### src/hw/usb_ep_pkg.sv
// Shared constants and types for the USB endpoint toggle and event block.
// Assumes one AXI4-Lite slave port with 32-bit data and word-indexed registers.
package usb_ep_pkg;
    // ----------------------------------------------------------------
    // Bus geometry
    // ----------------------------------------------------------------
    localparam int ADDR_W = 12;
    localparam int IDX_W = 10;
    localparam int DATA_W = 32;
    localparam int REG_W = 8;
    localparam int STRB_W = DATA_W / 8;
    localparam logic [1:0] RESP_OKAY = 2'h0;
    localparam logic [1:0] RESP_SLVERR = 2'h2;

    // ----------------------------------------------------------------
    // Register indices (byte address is four times the index)
    // ----------------------------------------------------------------
    localparam logic [IDX_W-1:0] EP_STRIDE = 10'h020;
    localparam logic [IDX_W-1:0] CFG_IDX = 10'h100;
    localparam logic [IDX_W-1:0] STCLR_IDX = 10'h104;
    localparam logic [IDX_W-1:0] STSET_IDX = 10'h105;
    localparam logic [IDX_W-1:0] STATUS_IDX = 10'h106;
    localparam logic [IDX_W-1:0] FLAG_IDX = 10'h107;
    localparam logic [IDX_W-1:0] ENCLR_IDX = 10'h108;
    localparam logic [IDX_W-1:0] ENSET_IDX = 10'h109;

    // ----------------------------------------------------------------
    // Field positions, masks and reset values
    // ----------------------------------------------------------------
    localparam int ST_OUT_TGL = 0;
    localparam int ST_IN_TGL = 1;
    localparam int ST_CURBK = 2;
    localparam int CFG_DBL = 0;
    localparam int EV_DONE0 = 0;
    localparam int EV_DONE1 = 1;
    localparam int EV_FAIL0 = 2;
    localparam int EV_FAIL1 = 3;
    localparam int EV_SETUP = 4;
    localparam int EV_BANK0_STALL_FLAG = 5;
    localparam int EV_BANK1_STALL_FLAG = 6;
    localparam logic [REG_W-1:0] FLAG_MASK = 8'h7F;
    localparam logic [REG_W-1:0] STATUS_MASK = 8'h07;
    localparam logic [REG_W-1:0] CFG_MASK = 8'h01;
    localparam logic [REG_W-1:0] FLAG_RESET = 8'h00;
    localparam logic [REG_W-1:0] ENABLE_RESET = 8'h00;
    localparam logic [REG_W-1:0] STATUS_RESET = 8'h00;
    localparam logic [REG_W-1:0] CFG_RESET = 8'h00;

    // One-cycle strobes from the USB packet engine, same clock
    typedef struct packed {
        logic stall;
        logic setup;
        logic fail;
        logic done;
        logic dir_in;
    } usb_event_t;
endpackage

### src/hw/usb_ep_events.sv
// Endpoint data-toggle state, event flags and interrupt enables for one
// USB device endpoint, reached over AXI4-Lite.
// Assumes the packet engine runs on aclk and pulses usb_evt for one cycle.
`timescale 1ns/1ps
`default_nettype none

module usb_ep_events
    import usb_ep_pkg::*;
#(
    parameter int EP_NUM = 0
) (
    input wire logic aclk,
    input wire logic aresetn,
    input wire logic [ADDR_W-1:0] awaddr,
    input wire logic awvalid,
    output logic awready,
    input wire logic [DATA_W-1:0] wdata,
    input wire logic [STRB_W-1:0] wstrb,
    input wire logic wvalid,
    output logic wready,
    output logic [1:0] bresp,
    output logic bvalid,
    input wire logic bready,
    input wire logic [ADDR_W-1:0] araddr,
    input wire logic arvalid,
    output logic arready,
    output logic [DATA_W-1:0] rdata,
    output logic [1:0] rresp,
    output logic rvalid,
    input wire logic rready,
    input wire usb_event_t usb_evt,
    output logic irq,
    output logic in_toggle_bit,
    output logic out_toggle_bit,
    output logic current_bank
);
    // ----------------------------------------------------------------
    // Register indices of this endpoint
    // ----------------------------------------------------------------
    localparam logic [IDX_W-1:0] EP_OFF = IDX_W'(EP_NUM) * EP_STRIDE;
    localparam logic [IDX_W-1:0] A_CFG = CFG_IDX + EP_OFF;
    localparam logic [IDX_W-1:0] A_STCLR = STCLR_IDX + EP_OFF;
    localparam logic [IDX_W-1:0] A_STSET = STSET_IDX + EP_OFF;
    localparam logic [IDX_W-1:0] A_STATUS = STATUS_IDX + EP_OFF;
    localparam logic [IDX_W-1:0] A_FLAG = FLAG_IDX + EP_OFF;
    localparam logic [IDX_W-1:0] A_ENCLR = ENCLR_IDX + EP_OFF;
    localparam logic [IDX_W-1:0] A_ENSET = ENSET_IDX + EP_OFF;

    // ----------------------------------------------------------------
    // State
    // ----------------------------------------------------------------
    logic [REG_W-1:0] flags_reg;
    logic [REG_W-1:0] enable_reg;
    logic [REG_W-1:0] status_reg;
    logic [REG_W-1:0] cfg_reg;
    logic irq_reg;
    logic [IDX_W-1:0] aw_idx_reg;
    logic aw_got_reg;
    logic [REG_W-1:0] wbyte_reg;
    logic wlane_reg;
    logic w_got_reg;
    logic awready_reg;
    logic wready_reg;
    logic bvalid_reg;
    logic [1:0] bresp_reg;
    logic arready_reg;
    logic rvalid_reg;
    logic [DATA_W-1:0] rdata_reg;
    logic [1:0] rresp_reg;

    // ----------------------------------------------------------------
    // Write channel handshakes
    // ----------------------------------------------------------------
    // Address and data are caught independently; commit needs both
    wire aw_hs = awvalid & awready_reg;
    wire w_hs = wvalid & wready_reg;
    wire wr_go = aw_got_reg & w_got_reg & ~bvalid_reg;
    wire aw_got_next = (aw_got_reg | aw_hs) & ~wr_go;
    wire w_got_next = (w_got_reg | w_hs) & ~wr_go;
    wire bvalid_next = wr_go | (bvalid_reg & ~bready);

    // Write decode; only byte lane 0 carries register bits
    wire wr_ok = wr_go & wlane_reg;
    wire hit_cfg = (aw_idx_reg == A_CFG);
    wire hit_stclr = (aw_idx_reg == A_STCLR);
    wire hit_stset = (aw_idx_reg == A_STSET);
    wire hit_status = (aw_idx_reg == A_STATUS);
    wire hit_flag = (aw_idx_reg == A_FLAG);
    wire hit_enclr = (aw_idx_reg == A_ENCLR);
    wire hit_enset = (aw_idx_reg == A_ENSET);
    wire wr_mapped = hit_cfg | hit_stclr | hit_stset | hit_status
                   | hit_flag | hit_enclr | hit_enset;

    // ----------------------------------------------------------------
    // Software write effects
    // ----------------------------------------------------------------
    // All five are write-one-only strobes; zeros are harmless
    wire [REG_W-1:0] flag_clr = (wr_ok & hit_flag) ? (wbyte_reg & FLAG_MASK)
                                                  : '0;
    wire [REG_W-1:0] en_clr = (wr_ok & hit_enclr) ? (wbyte_reg & FLAG_MASK)
                                                 : '0;
    wire [REG_W-1:0] en_set = (wr_ok & hit_enset) ? (wbyte_reg & FLAG_MASK)
                                                 : '0;
    wire [REG_W-1:0] st_clr = (wr_ok & hit_stclr) ? (wbyte_reg & STATUS_MASK)
                                                 : '0;
    wire [REG_W-1:0] st_set = (wr_ok & hit_stset) ? (wbyte_reg & STATUS_MASK)
                                                 : '0;
    wire cfg_we = wr_ok & hit_cfg;

    // ----------------------------------------------------------------
    // Bank selection and hardware events
    // ----------------------------------------------------------------
    // Single bank: IN uses bank 1, OUT bank 0; double bank follows curbk
    wire dbl = cfg_reg[CFG_DBL];
    wire bank1 = dbl ? status_reg[ST_CURBK] : usb_evt.dir_in;
    logic [REG_W-1:0] ev_set;
    assign ev_set[EV_BANK1_STALL_FLAG] = usb_evt.stall & bank1;
    assign ev_set[EV_BANK0_STALL_FLAG] = usb_evt.stall & ~bank1;
    assign ev_set[EV_SETUP] = usb_evt.setup;
    assign ev_set[EV_FAIL1] = usb_evt.fail & bank1;
    assign ev_set[EV_FAIL0] = usb_evt.fail & ~bank1;
    assign ev_set[EV_DONE1] = usb_evt.done & bank1;
    assign ev_set[EV_DONE0] = usb_evt.done & ~bank1;
    assign ev_set[REG_W-1] = 1'b0;
    // A fail only raises the flag; its cause is kept in descriptor RAM
    // by the packet engine, not here.

    // Toggle flips on every completed data transaction; the bank flips only in double-bank mode
    logic [REG_W-1:0] hw_flip;
    assign hw_flip[ST_IN_TGL] = usb_evt.done & usb_evt.dir_in;
    assign hw_flip[ST_OUT_TGL] = usb_evt.done & ~usb_evt.dir_in;
    assign hw_flip[ST_CURBK] = usb_evt.done & dbl;
    assign hw_flip[REG_W-1:3] = '0;

    // ----------------------------------------------------------------
    // Next values
    // ----------------------------------------------------------------
    // Flags: a new event in the clearing cycle survives the clear
    wire [REG_W-1:0] flags_next = (flags_reg & ~flag_clr) | ev_set;
    // One storage for both enable views; set and clear never coincide
    wire [REG_W-1:0] en_next = (enable_reg | en_set) & ~en_clr;
    // Software writes win over a same-cycle toggle flip
    wire [REG_W-1:0] status_next = ((status_reg ^ hw_flip) & ~st_clr)
                                 | st_set;
    wire irq_next = |(flags_next & en_next);

    // ----------------------------------------------------------------
    // Endpoint state registers
    // ----------------------------------------------------------------
    always_ff @(posedge aclk) begin
        if (!aresetn) begin
            flags_reg <= FLAG_RESET;
            enable_reg <= ENABLE_RESET;
            status_reg <= STATUS_RESET;
            cfg_reg <= CFG_RESET;
            irq_reg <= 1'b0;
        end else begin
            flags_reg <= flags_next;
            enable_reg <= en_next;
            status_reg <= status_next;
            cfg_reg <= cfg_we ? (wbyte_reg & CFG_MASK) : cfg_reg;
            irq_reg <= irq_next;
        end
    end

    // ----------------------------------------------------------------
    // AXI write path
    // ----------------------------------------------------------------
    // Each channel stalls after one beat until the response is taken
    always_ff @(posedge aclk) begin
        if (!aresetn) begin
            aw_got_reg <= 1'b0;
            w_got_reg <= 1'b0;
            awready_reg <= 1'b0;
            wready_reg <= 1'b0;
            bvalid_reg <= 1'b0;
        end else begin
            aw_got_reg <= aw_got_next;
            w_got_reg <= w_got_next;
            awready_reg <= ~aw_got_next & ~bvalid_next;
            wready_reg <= ~w_got_next & ~bvalid_next;
            bvalid_reg <= bvalid_next;
        end
    end

    // Payload capture, reset to zero and OKAY along with the valid flags
    always_ff @(posedge aclk) begin
        if (!aresetn) begin
            aw_idx_reg <= '0;
            wbyte_reg <= '0;
            wlane_reg <= 1'b0;
            bresp_reg <= RESP_OKAY;
        end else begin
            if (aw_hs) begin
                aw_idx_reg <= awaddr[ADDR_W-1:2];
            end
            if (w_hs) begin
                wbyte_reg <= wdata[REG_W-1:0];
                wlane_reg <= wstrb[0];
            end
            if (wr_go) begin
                bresp_reg <= wr_mapped ? RESP_OKAY : RESP_SLVERR;
            end
        end
    end

    // ----------------------------------------------------------------
    // AXI read path
    // ----------------------------------------------------------------
    wire ar_hs = arvalid & arready_reg;
    wire [IDX_W-1:0] rd_idx = araddr[ADDR_W-1:2];
    wire rd_cfg = (rd_idx == A_CFG);
    wire rd_st = (rd_idx == A_STCLR) | (rd_idx == A_STSET)
               | (rd_idx == A_STATUS);
    wire rd_flag = (rd_idx == A_FLAG);
    // Both enable views read the one shared enable store
    wire rd_en = (rd_idx == A_ENCLR) | (rd_idx == A_ENSET);
    wire rd_hit = rd_cfg | rd_st | rd_flag | rd_en;
    // Status view holds the toggle bits that select DATA0 or DATA1
    wire [REG_W-1:0] rd_byte = rd_cfg ? cfg_reg
                             : rd_st ? status_reg
                             : rd_flag ? flags_reg
                             : rd_en ? enable_reg
                             : '0;
    wire rvalid_next = ar_hs | (rvalid_reg & ~rready);

    always_ff @(posedge aclk) begin
        if (!aresetn) begin
            arready_reg <= 1'b0;
            rvalid_reg <= 1'b0;
            rdata_reg <= '0;
            rresp_reg <= RESP_OKAY;
        end else begin
            arready_reg <= ~rvalid_next;
            rvalid_reg <= rvalid_next;
            if (ar_hs) begin
                rdata_reg <= {{(DATA_W-REG_W){1'b0}}, rd_byte};
                rresp_reg <= rd_hit ? RESP_OKAY : RESP_SLVERR;
            end
        end
    end

    // ----------------------------------------------------------------
    // Outputs
    // ----------------------------------------------------------------
    assign awready = awready_reg;
    assign wready = wready_reg;
    assign bvalid = bvalid_reg;
    assign bresp = bresp_reg;
    assign arready = arready_reg;
    assign rvalid = rvalid_reg;
    assign rdata = rdata_reg;
    assign rresp = rresp_reg;
    assign irq = irq_reg;
    assign in_toggle_bit = status_reg[ST_IN_TGL];
    assign out_toggle_bit = status_reg[ST_OUT_TGL];
    assign current_bank = status_reg[ST_CURBK];
endmodule

`default_nettype wire

### config.mk
export PLATFORM = sky130hd
export DESIGN_NAME = usb_ep_events
export DESIGN_NICKNAME = d
export VERILOG_FILES = /design/src/hw/usb_ep_pkg.sv /design/src/hw/usb_ep_events.sv
export SDC_FILE = /design/constraint.sdc
export NUM_CORES = 1
export LEC_CHECK = 0
export BUFFER_PORTS_ARGS = -buffer_cell sky130_fd_sc_hd__buf_2
export CAP_MARGIN = 20
export CORE_ASPECT_RATIO = 1.2
export CORE_MARGIN = 8
export CORE_UTILIZATION = 49
export DETAILED_ROUTE_END_ITERATION = 8
export PLACE_DENSITY_LB_ADDON = 0.12
export SETUP_SLACK_MARGIN = 0.2
export SYNTH_ARGS = -nofsm -noshare
export SYNTH_HDL_FRONTEND = slang
export SYNTH_SLANG_ARGS = --single-unit
### constraint.sdc
create_clock -name aclk -period 4.52 [get_ports aclk]
set_input_delay 0.452 -clock aclk [delete_from_list [all_inputs] [get_ports aclk]]
set_output_delay 0.452 -clock aclk [all_outputs]
set_load 0.02 [all_outputs]
==> results of run 1 <==
-- stage by stage --
| stage | power (W) | instance area (µm²) | instances | utilization [%] | setup slack [ns] |
|---|---|---|---|---|---|
| 2_1_floorplan | 0.0006260 | 2796 | 355 | - | 2.248 |
| 3_3_place_gp | 0.0006504 | 2903 | 433 | 54.79 | 2.011 |
| 3_5_place_dp | 0.0006523 | 2903 | 433 | 54.79 | 2.004 |
| 4_1_cts | 0.001034 | 3040 | 441 | 57.39 | 1.997 |
| 5_1_grt | 0.001067 | 3040 | 441 | 57.39 | 1.804 |
| 6_report | 0.001026 | 3040 | 441 | 57.39 | 1.981 |
-- cell usage in the layout, fill, tap and decap left out, drive strengths merged, types with 4 or more instances in the layout --
master	Yosys	final
a22oi	5	5
nor2	23	23
nand2	52	52
mux2i	10	10
o32ai	4	4
a221o	7	7
nor3	5	5
nor4bb	7	7
a21oi	28	28
nand2b	9	9
dfxtp	53	53
nor2b	4	4
and2	14	14
nand4	9	9
clkbuf	11	5
conb	1	27
buf	30	57
inv	16	17
-- power breakdown --
| group | switching [W] | internal [W] | total, W |
|---|---|---|---|
| registers | 0.0000199 | 0.000488 | 0.000507 |
| logic | 0.0000846 | 0.0000498 | 0.000134 |
| clock network | 0.000161 | 0.000223 | 0.000384 |
-- cell type report --
class                           instances  area, µm²  area share, %
Multi-Input combinational cell        245       1419          46.67
Tap cell                               62      77.57          2.551
Clock inverter                          3      68.82          2.263
Clock buffer                            5      68.82          2.263
Inverter                               16      60.06          1.975
Timing Repair Buffer                   57      285.3          9.383
Sequential cell                        53       1061          34.90
-- worst max-delay path: cells and delay by family (launching register included) --
family	cells	cell delay (ns)
AND/OR/NAND/NOR	2	1.15
AO/OA/AOI/OAI	2	0.56
multiplexers	1	0.35
flip-flops	1	0.34
-- worst paths after layout --
path         depth (start not counted)  slack [ns]                   endpoint                       start
min reg2reg                          2        0.45      rdata[0]$_SDFFE_PN0P_       rdata[0]$_SDFFE_PN0P_
min                                  3        0.37  wbyte_reg[5]$_SDFFE_PN0P_                    wdata[5]
max reg2reg                          5        1.98             irq$_SDFF_PN0_  aw_idx_reg[9]$_SDFFE_PN0P_
max                                  5        1.98             irq$_SDFF_PN0_  aw_idx_reg[9]$_SDFFE_PN0P_
-- synthesized netlist by cell type (3+ instances only) --
cell      count  area [µm²]
dfxtp_1      53        1061
nand2_1      52       195.2
a21oi_1      28       140.1
buf_4        27       202.7
nor2_1       23       86.33
inv_1        15       56.30
and2_1       13       81.33
clkbuf_1     11       41.29
mux2i_1      10       100.1
nand2b_1      9       56.30
nand4_1       9       56.30
nor4bb_1      7       70.07
a22oi_1       5       37.54
nor3_1        5       25.02
a221o_1       4       40.04
nor2b_1       4       25.02
o32ai_1       4       35.03
a221o_2       3       33.78
mux2_2        3       33.78
nand3_1       3       15.01
nand3b_1      3       22.52
nor4b_1       3       26.28
o21bai_1      3       22.52
xnor2_1       3       26.28
-- per-layer routing --
| metal | vias to the layer above | global-route usage (%) |
|---|---|---|
| li1 | 1194 | - |
| met3 | 8 | 5.117 |
| met2 | 61 | 26.95 |
| met4 | 0 | 4.794 |
| met1 | 1044 | 17.05 |
| met5 | - | 0 |
-- logic make-up after synthesis --
logic type	share of synthesized area [%]
simple gates	27.72
compound gates	15.16
buf+inv	11.73
flops	39.31
mux	4.961
xor+xnor	0.9738
other cells	0.1389
==> impl_metrics.csv, run 1 <==
group,metric,value,unit
drt,via_per_inst,5.231,
sta,worst_pin_slew,1.071,ns
synthesis,synth-seq-cells,53,
sta,fin_crit,2.539,ns
placement,dp_hpwl,4.909,mm
setup_path,worst_ep_required_time,4.69,ns
synthesis,synth_edf_count,0,
grt,grtUsageTotal,15.42,%
sta,setup_tns,0,ns
grt,antenna_found_initial,0,
hold_path,min_path_type,"in2reg",
sta,finalHoldViolations,0,
drt,drc,0,
sta,worst_clock_skew,0.01033,ns
clock_network,clk_latency,0.31,ns
floorplan,start_util,50.94,%
clock_network,cts_resized,0,
drt,met3RoutedLength,405,µm
clock_network,cts_buffer_depth,2,
floorplan,fp-row-count,29,
final_layout,drive_above_1_share,20.32,%
grt,grt_pass1_vias,2302,
setup_path,worstSetupStartpointType,"flop",
drt,first_iter_violations,68,
drt,wl_met2,3.139,mm
flow_run,drv_cap,0,
final_layout,diodes,0,
clock_network,cts_tree,"yes",
sta,period_share,56.17,%
synthesis,yosysWarnings,0,
synthesis,synth.avg_cell_area,8.203,µm²
floorplan,pin_count,117,
synthesis,synth-main-ff-cell,"dfxtp_1",
clock_network,cts_setup_buffers,0,
setup_path,critPathKind,"reg2reg",
setup_path,slowest_delay,0.91,ns
floorplan,core,0.005298,mm²
sta,fmax,393.9,MHz
placement,gp_congestion,0.7919,
setup_path,crit_path_end_kind,"flop",
clock_network,cts-root-buf,"clkbuf_8",
sta,setup_viol,0,
floorplan,die_area,0.008149,mm²
final_layout,largest_reg_flops,10,
synthesis,syn-cell-area,0.002699,mm²
setup_path,path_cells,"nor4_1 > nand4_1 > mux2_2 > a222oi_1 > a41oi_1",
status,status,"completed",
synthesis,ys_seq_area_share,39.31,%
setup_path,cp_slowest_cell,"nor4_1",
placement,io_buffers,57,
drt,top_layer,"met4",
floorplan,dieHeight,97.30,µm
clock_network,clkSlewWorstSetupHoldPaths,0.10,ns
drt,ant_nets,0,
final_layout,fillCellCount,564,
drt,first_pass_iters,4,
grt,grt_max_degree,38,
clock_network,numClockSinks,53,
clock_network,htree_levels,2,
power,power.density,337.5,mW/mm²
final_layout,syn_to_final_growth,12.66,%
sta,fin_hold_ws,0.3696,ns
synthesis,ys_types,49,
sta,rsz0062_at_grt,"false",
power,peakVddDrop,0.2024,mV
drt,via_count,2307,
setup_path,crit_fanout,7,
synthesis,synthCells,329,
grt,grt_first_pass_wirelength,10.60,mm
synthesis,async_flop_share,0,%
power,leakagePower,1.278,nW
drt,routed_wl,6.338,mm
final_layout,nets,450,
clock_network,ctsHoldBuffers,0,
sta,slew_viol_final,0,
floorplan,die_x,83.75,µm
setup_path,worst-endpoint-arrival,2.71,ns
grt,grt-ovfl-total,0,
clock_network,cts_buffers,5,
sta,slew_headroom,27.91,%
drt,wl_met1,2.708,mm
drt,wl_per_cell,14.37,µm
No activity file was read; power rests on OpenSTA's default activity.
==> inputs of run 2 (changes only) <==
--- a/config.mk
+++ b/config.mk
@@ -9,7 +9,7 @@
 export CAP_MARGIN = 20
 export CORE_ASPECT_RATIO = 1.2
 export CORE_MARGIN = 8
-export CORE_UTILIZATION = 49
+export CORE_UTILIZATION = 43
 export DETAILED_ROUTE_END_ITERATION = 8
 export PLACE_DENSITY_LB_ADDON = 0.12
 export SETUP_SLACK_MARGIN = 0.2
==> constraint.sdc (replaced) <==
create_clock -name aclk -period 2.2 [get_ports aclk]
set_input_delay 0.22 -clock aclk [delete_from_list [all_inputs] [get_ports aclk]]
set_output_delay 0.22 -clock aclk [all_outputs]
set_load 0.02 [all_outputs]
==> impl_metrics.csv, run 2 (synthesis gave the netlist of run 1 again) <==
group,metric,value,unit
grt,antenna_found_initial,0,
setup_path,critPathKind,"reg2reg",
power,peakVddDrop,0.2941,mV
clock_network,clk_latency,0.30,ns
final_layout,final-instance-count-excl-fill,480,
sta,slew_headroom,56.93,%
final_layout,drive_above_1_share,23.62,%
sta,setup_viol,1,
drt,wl_per_cell,14.43,µm
floorplan,dieHeight,102.8,µm
placement,dp_hpwl,5.466,mm
floorplan,fp-row-count,31,
sta,worst_pin_slew,0.6451,ns
placement,placed_cell_area,0.003067,mm²
clock_network,cts_tree,"yes",
grt,grt_max_degree,38,
clock_network,clkSlewWorstSetupHoldPaths,0.09,ns
final_layout,diodes,0,
placement,io_buffers,57,
setup_path,worst-endpoint-arrival,2.40,ns
floorplan,start_util,44.60,%
clock_network,cts-root-buf,"clkbuf_8",
sta,fin_crit,2.251,ns
sta,period_share,102.3,%
sta,finalHoldViolations,0,
clock_network,htree_levels,2,
floorplan,die_area,0.009078,mm²
grt,grt-ovfl-total,0,
power,p_total,0.001868,W
setup_path,crit_fanout,5,
floorplan,core,0.006051,mm²
placement,gp_congestion,0.8303,
final_layout,largest_reg_flops,10,
drt,first_iter_violations,84,
drt,drc,0,
setup_path,startpoint,"aw_idx_reg[6]$_SDFFE_PN0P_",
drt,routed_wl,6.924,mm
final_layout,fin_util,52.19,%
final_layout,final_common_cell,"buf_2",
sta,fmax,444.2,MHz
power,leakagePower,1.347,nW
grt,grt_pass1_vias,2258,
setup_path,worst-r2r-setup-slack,-0.05,ns
sta,slew_viol_final,0,
status,violations,"negative setup slack",
sta,fin_hold_ws,0.1511,ns
power,power.density,591.5,mW/mm²
drt,ant_nets,0,
drt,first_pass_iters,4,
setup_path,endpoint,"irq$_SDFF_PN0_",
setup_path,worst_ep_required_time,2.35,ns
sta,rsz0062_at_grt,"true",
final_layout,fin_area,0.003158,mm²
hold_path,min_path_type,"in2reg",
grt,grt_first_pass_wirelength,10.90,mm
setup_path,reg2reg_depth,7,
placement,place_inst,471,
drt,via_count,2428,
clock_network,cts_buffer_depth,2,
sta,worst_clock_skew,0.007183,ns
floorplan,die_x,88.32,µm
status,status,"finished, violations left",
floorplan,pin_count,117,
grt,grtUsageTotal,15.15,%
setup_path,reg2reg_from,"aw_idx_reg[6]$_SDFFE_PN0P_",
final_layout,nets,469,
flow_run,drv_cap,0,
clock_network,cts_buffers,5,
setup_path,crit_path_end_kind,"flop",
drt,via_per_inst,5.058,
final_layout,syn_to_final_growth,17.01,%
setup_path,timing.rr.end,"irq$_SDFF_PN0_",
setup_path,worstSetupStartpointType,"flop",
clock_network,numClockSinks,53,
final_layout,layout_common_cells,"buf_2 (57), dfxtp_1 (53), nand2_1 (52)",
sta,layout_setup_ws,-0.05149,ns
clock_network,ctsHoldBuffers,0,
## run 2: area by class of cell
cell class                      instances  area, µm²
Clock buffer                            8      80.08
Sequential cell                        53       1061
Fill cell                             641       2893
Inverter                               16      60.06
Multi-Input combinational cell        245       1423
Timing Repair Buffer                   76      431.7
Tap cell                               82      102.6
## run 2: critical path: stages, from the launching register on
cell and delay, ns:
dfxtp_1 0.32, or4_4 0.54, or4_4 0.48, buf_4 0.16, buf_6 0.11, a221o_2 0.33, nand2b_1 0.07, a41oi_1 0.10
## run 2: worst min path at each step
stage	endpoint	from	cells past startpoint
final	wbyte_reg[4]$_SDFFE_PN0P_	wdata[4]	3
after global routing	wbyte_reg[3]$_SDFFE_PN0P_	wdata[3]	3
after CTS	wbyte_reg[4]$_SDFFE_PN0P_	wdata[4]	3
after detailed placement	rdata[1]$_SDFFE_PN0P_	rdata[1]$_SDFFE_PN0P_	2
after global placement	rresp[1]$_SDFFE_PN0P_	rresp[1]$_SDFFE_PN0P_	2
after floorplan	flags_reg[4]$_SDFF_PN0_	aresetn	1
## run 2: report_power, final
part           internal (W)  total (W)  switching [W]  leakage, nW
Clock              0.000227   0.000523       0.000296       0.0395
Sequential          0.00100    0.00103      0.0000326        0.433
Combinational      0.000121   0.000311       0.000190        0.875
Total               0.00135    0.00187       0.000518         1.35
## run 2: stage by stage
stage | setup WS (ns) | TNS, ns
6_report | -0.05149 | -0.05149
2_1_floorplan | -0.03627 | -0.03627
5_1_grt | -0.1455 | -0.2003
3_5_place_dp | -0.07106 | -0.07106
3_3_place_gp | -0.04107 | -0.04107
4_1_cts | -0.07897 | -0.07897
## run 2: repair_timing
action | CTS | global route
gates resized for setup | 0 | 1
endpoints found under the setup margin | 6 | 7
pin swaps | 0 | 2
setup buffers | 0 | 1
## run 2: routing by layer
metal | track usage [%] | vias to the layer above | part of all wire (%)
met5 | 0 | - | 0
met2 | 25.68 | 76 | 48
li1 | - | 1237 | -
met4 | 7.171 | 0 | 3.2
met1 | 17.72 | 1097 | 42
met3 | 3.110 | 18 | 6.6
==> inputs of run 3 (changes only) <==
--- a/config.mk
+++ b/config.mk
@@ -11,7 +11,8 @@
 export CORE_MARGIN = 8
 export CORE_UTILIZATION = 43
 export DETAILED_ROUTE_END_ITERATION = 8
-export PLACE_DENSITY_LB_ADDON = 0.12
+export GPL_TIMING_DRIVEN = 0
+export PLACE_DENSITY = 0.76
 export SETUP_SLACK_MARGIN = 0.2
 export SYNTH_ARGS = -nofsm -noshare
 export SYNTH_HDL_FRONTEND = slang
==> impl_metrics.csv, run 3 (synthesis gave the netlist of run 1 again) <==
group,metric,value,unit
sta,rsz0062_at_grt,"true",
placement,post-place-ws,-0.3101,ns
drt,wl_per_cell,13.81,µm
drt,first_iter_violations,166,
sta,finalHoldViolations,0,
status,status,"finished, violations left",
final_layout,final-instance-count-excl-fill,509,
setup_path,critPathKind,"reg2reg",
floorplan,die_x,88.32,µm
drt,via_count,2498,
sta,worst_clock_skew,0.01140,ns
clock_network,ctsHoldBuffers,0,
placement,place_inst,494,
clock_network,cts_tree,"yes",
floorplan,fp-row-count,31,
setup_path,path_cells,"or4_4 > or4_4 > buf_6 > a221o_1 > a222oi_1 > a41oi_1",
clock_network,cts_buffers,5,
status,violations,"negative setup slack",
setup_path,cp_slowest_cell,"or4_4",
drt,drc,0,
floorplan,pin_count,117,
sta,fin_crit,2.368,ns
drt,first_pass_iters,6,
setup_path,crit_fanout,5,
drt,via_per_inst,4.908,
clock_network,clk_latency,0.32,ns
grt,antenna_found_initial,0,
setup_path,slowest_delay,0.54,ns
grt,grt-ovfl-total,0,
setup_path,worst_ep_required_time,2.38,ns
clock_network,htree_levels,2,
sta,period_share,107.6,%
placement,placed_cell_area,0.003194,mm²
setup_path,crit_buf_inv,1,
power,peakVddDrop,0.4669,mV
grt,grt_pass1_vias,2463,
flow_run,drv_cap,0,
sta,layout_setup_ws,-0.1677,ns
sta,setup_tns,-0.1677,ns
grt,grtUsageTotal,15.65,%
setup_path,crit_path_end_kind,"flop",
placement,io_buffers,57,
sta,fmax,422.4,MHz
final_layout,drive_above_1_share,28.57,%
grt,grt_max_degree,17,
final_layout,layout_common_cells,"buf_2 (57), nand2_1 (52), dfxtp_1 (51)",
sta,setup_viol,1,
sta,slew_headroom,52.58,%
setup_path,crit_top_cell,"or4_4",
grt,grt_first_pass_wirelength,11.18,mm
clock_network,clkSlewWorstSetupHoldPaths,0.10,ns
floorplan,core,0.006051,mm²
clock_network,numClockSinks,53,
final_layout,fin_area,0.003393,mm²
clock_network,cts-root-buf,"clkbuf_8",
setup_path,cp_top_family,"simple AND/OR/NAND/NOR gates",
final_layout,nets,498,
setup_path,worstSetupStartpointType,"flop",
floorplan,die_area,0.009078,mm²
drt,ant_nets,0,
final_layout,syn_to_final_growth,25.73,%
final_layout,final_common_cell,"buf_2",
final_layout,largest_reg_flops,10,
placement,gp_congestion,0.9019,
floorplan,dieHeight,102.8,µm
final_layout,fillCellCount,578,
sta,slew_viol_final,0,
power,power.density,581.2,mW/mm²
setup_path,worst-endpoint-arrival,2.55,ns
placement,dp_hpwl,5.569,mm
drt,routed_wl,7.028,mm
hold_path,min_path_type,"in2reg",
final_layout,diodes,0,
clock_network,cts_buffer_depth,2,
floorplan,start_util,44.60,%
power,leakagePower,1.479,nW
sta,worst_pin_slew,0.7054,ns
## run 3: cell count changes in the layout (fill, tap and decap cells not counted), sizes merged
cell	previous run	this run
clkbuf	8	17
clkinv	0	2
buf	76	94
## run 3: report_power, final
part | switching, W | total (W) | internal [W] | leakage (nW)
sequential | 0.0000338 | 0.00104 | 0.00100 | 0.434
combinational | 0.000205 | 0.000360 | 0.000155 | 0.994
clock | 0.000321 | 0.000576 | 0.000256 | 0.0512
## run 3: area by class of cell
cell class                 count  area, µm²  share of cell area (%)
sequential                    53       1064                   31.34
buffer                        41      262.8                   7.743
multi-input combinational    245       1470                   43.33
clock inverter                 2      13.76                  0.4056
timing repair buffer          64      337.8                   9.956
clock buffer                   6      82.58                   2.434
inverter                      16      60.06                   1.770
tap                           82      102.6                   3.024
## run 3: worst reg2reg max path: stages (launching register included)
cell      delay, ns
dfxtp_2        0.33
or4_4          0.54
or4_4          0.43
buf_6          0.14
a221o_1        0.31
a222oi_1       0.32
a41oi_1        0.17
## run 3: per-layer routing
layer / up-vias / wire, µm / track usage (%)
met5: - / 0 / 0
met2: 82 / 3404 / 27.58
met1: 1123 / 3041 / 17.49
met3: 6 / 514 / 4.226
met4: 0 / 68 / 5.606
li1: 1287 / - / -
## run 3: stage by stage
stage	hold slack (ns)	utilization [%]	power, W
2_1_floorplan	0.3417	-	0.001286
3_3_place_gp	0.4396	52.79	0.001380
3_5_place_dp	0.4440	52.79	0.001389
4_1_cts	0.1205	55.60	0.001968
5_1_grt	0.1118	56.08	0.002060
6_report	0.1248	56.08	0.001972
## run 3: timing repair
action / in CTS / in global routing
gates resized for setup: 9 / 3
pin swaps: 6 / 3
setup endpoints to repair: 13 / 8
cloned: 0 / 0
setup buffers: 4 / 3
## run 3: worst paths after layout
kind | start | end | slack (ns) | depth (start not counted)
min | awaddr[11] | aw_idx_reg[9]$_SDFFE_PN0P_ | 0.12 | 3
min reg2reg | rdata[0]$_SDFFE_PN0P_ | rdata[0]$_SDFFE_PN0P_ | 0.45 | 2
max | aw_idx_reg[9]$_SDFFE_PN0P_ | irq$_SDFF_PN0_ | -0.17 | 6
max reg2reg | aw_idx_reg[9]$_SDFFE_PN0P_ | irq$_SDFF_PN0_ | -0.17 | 6
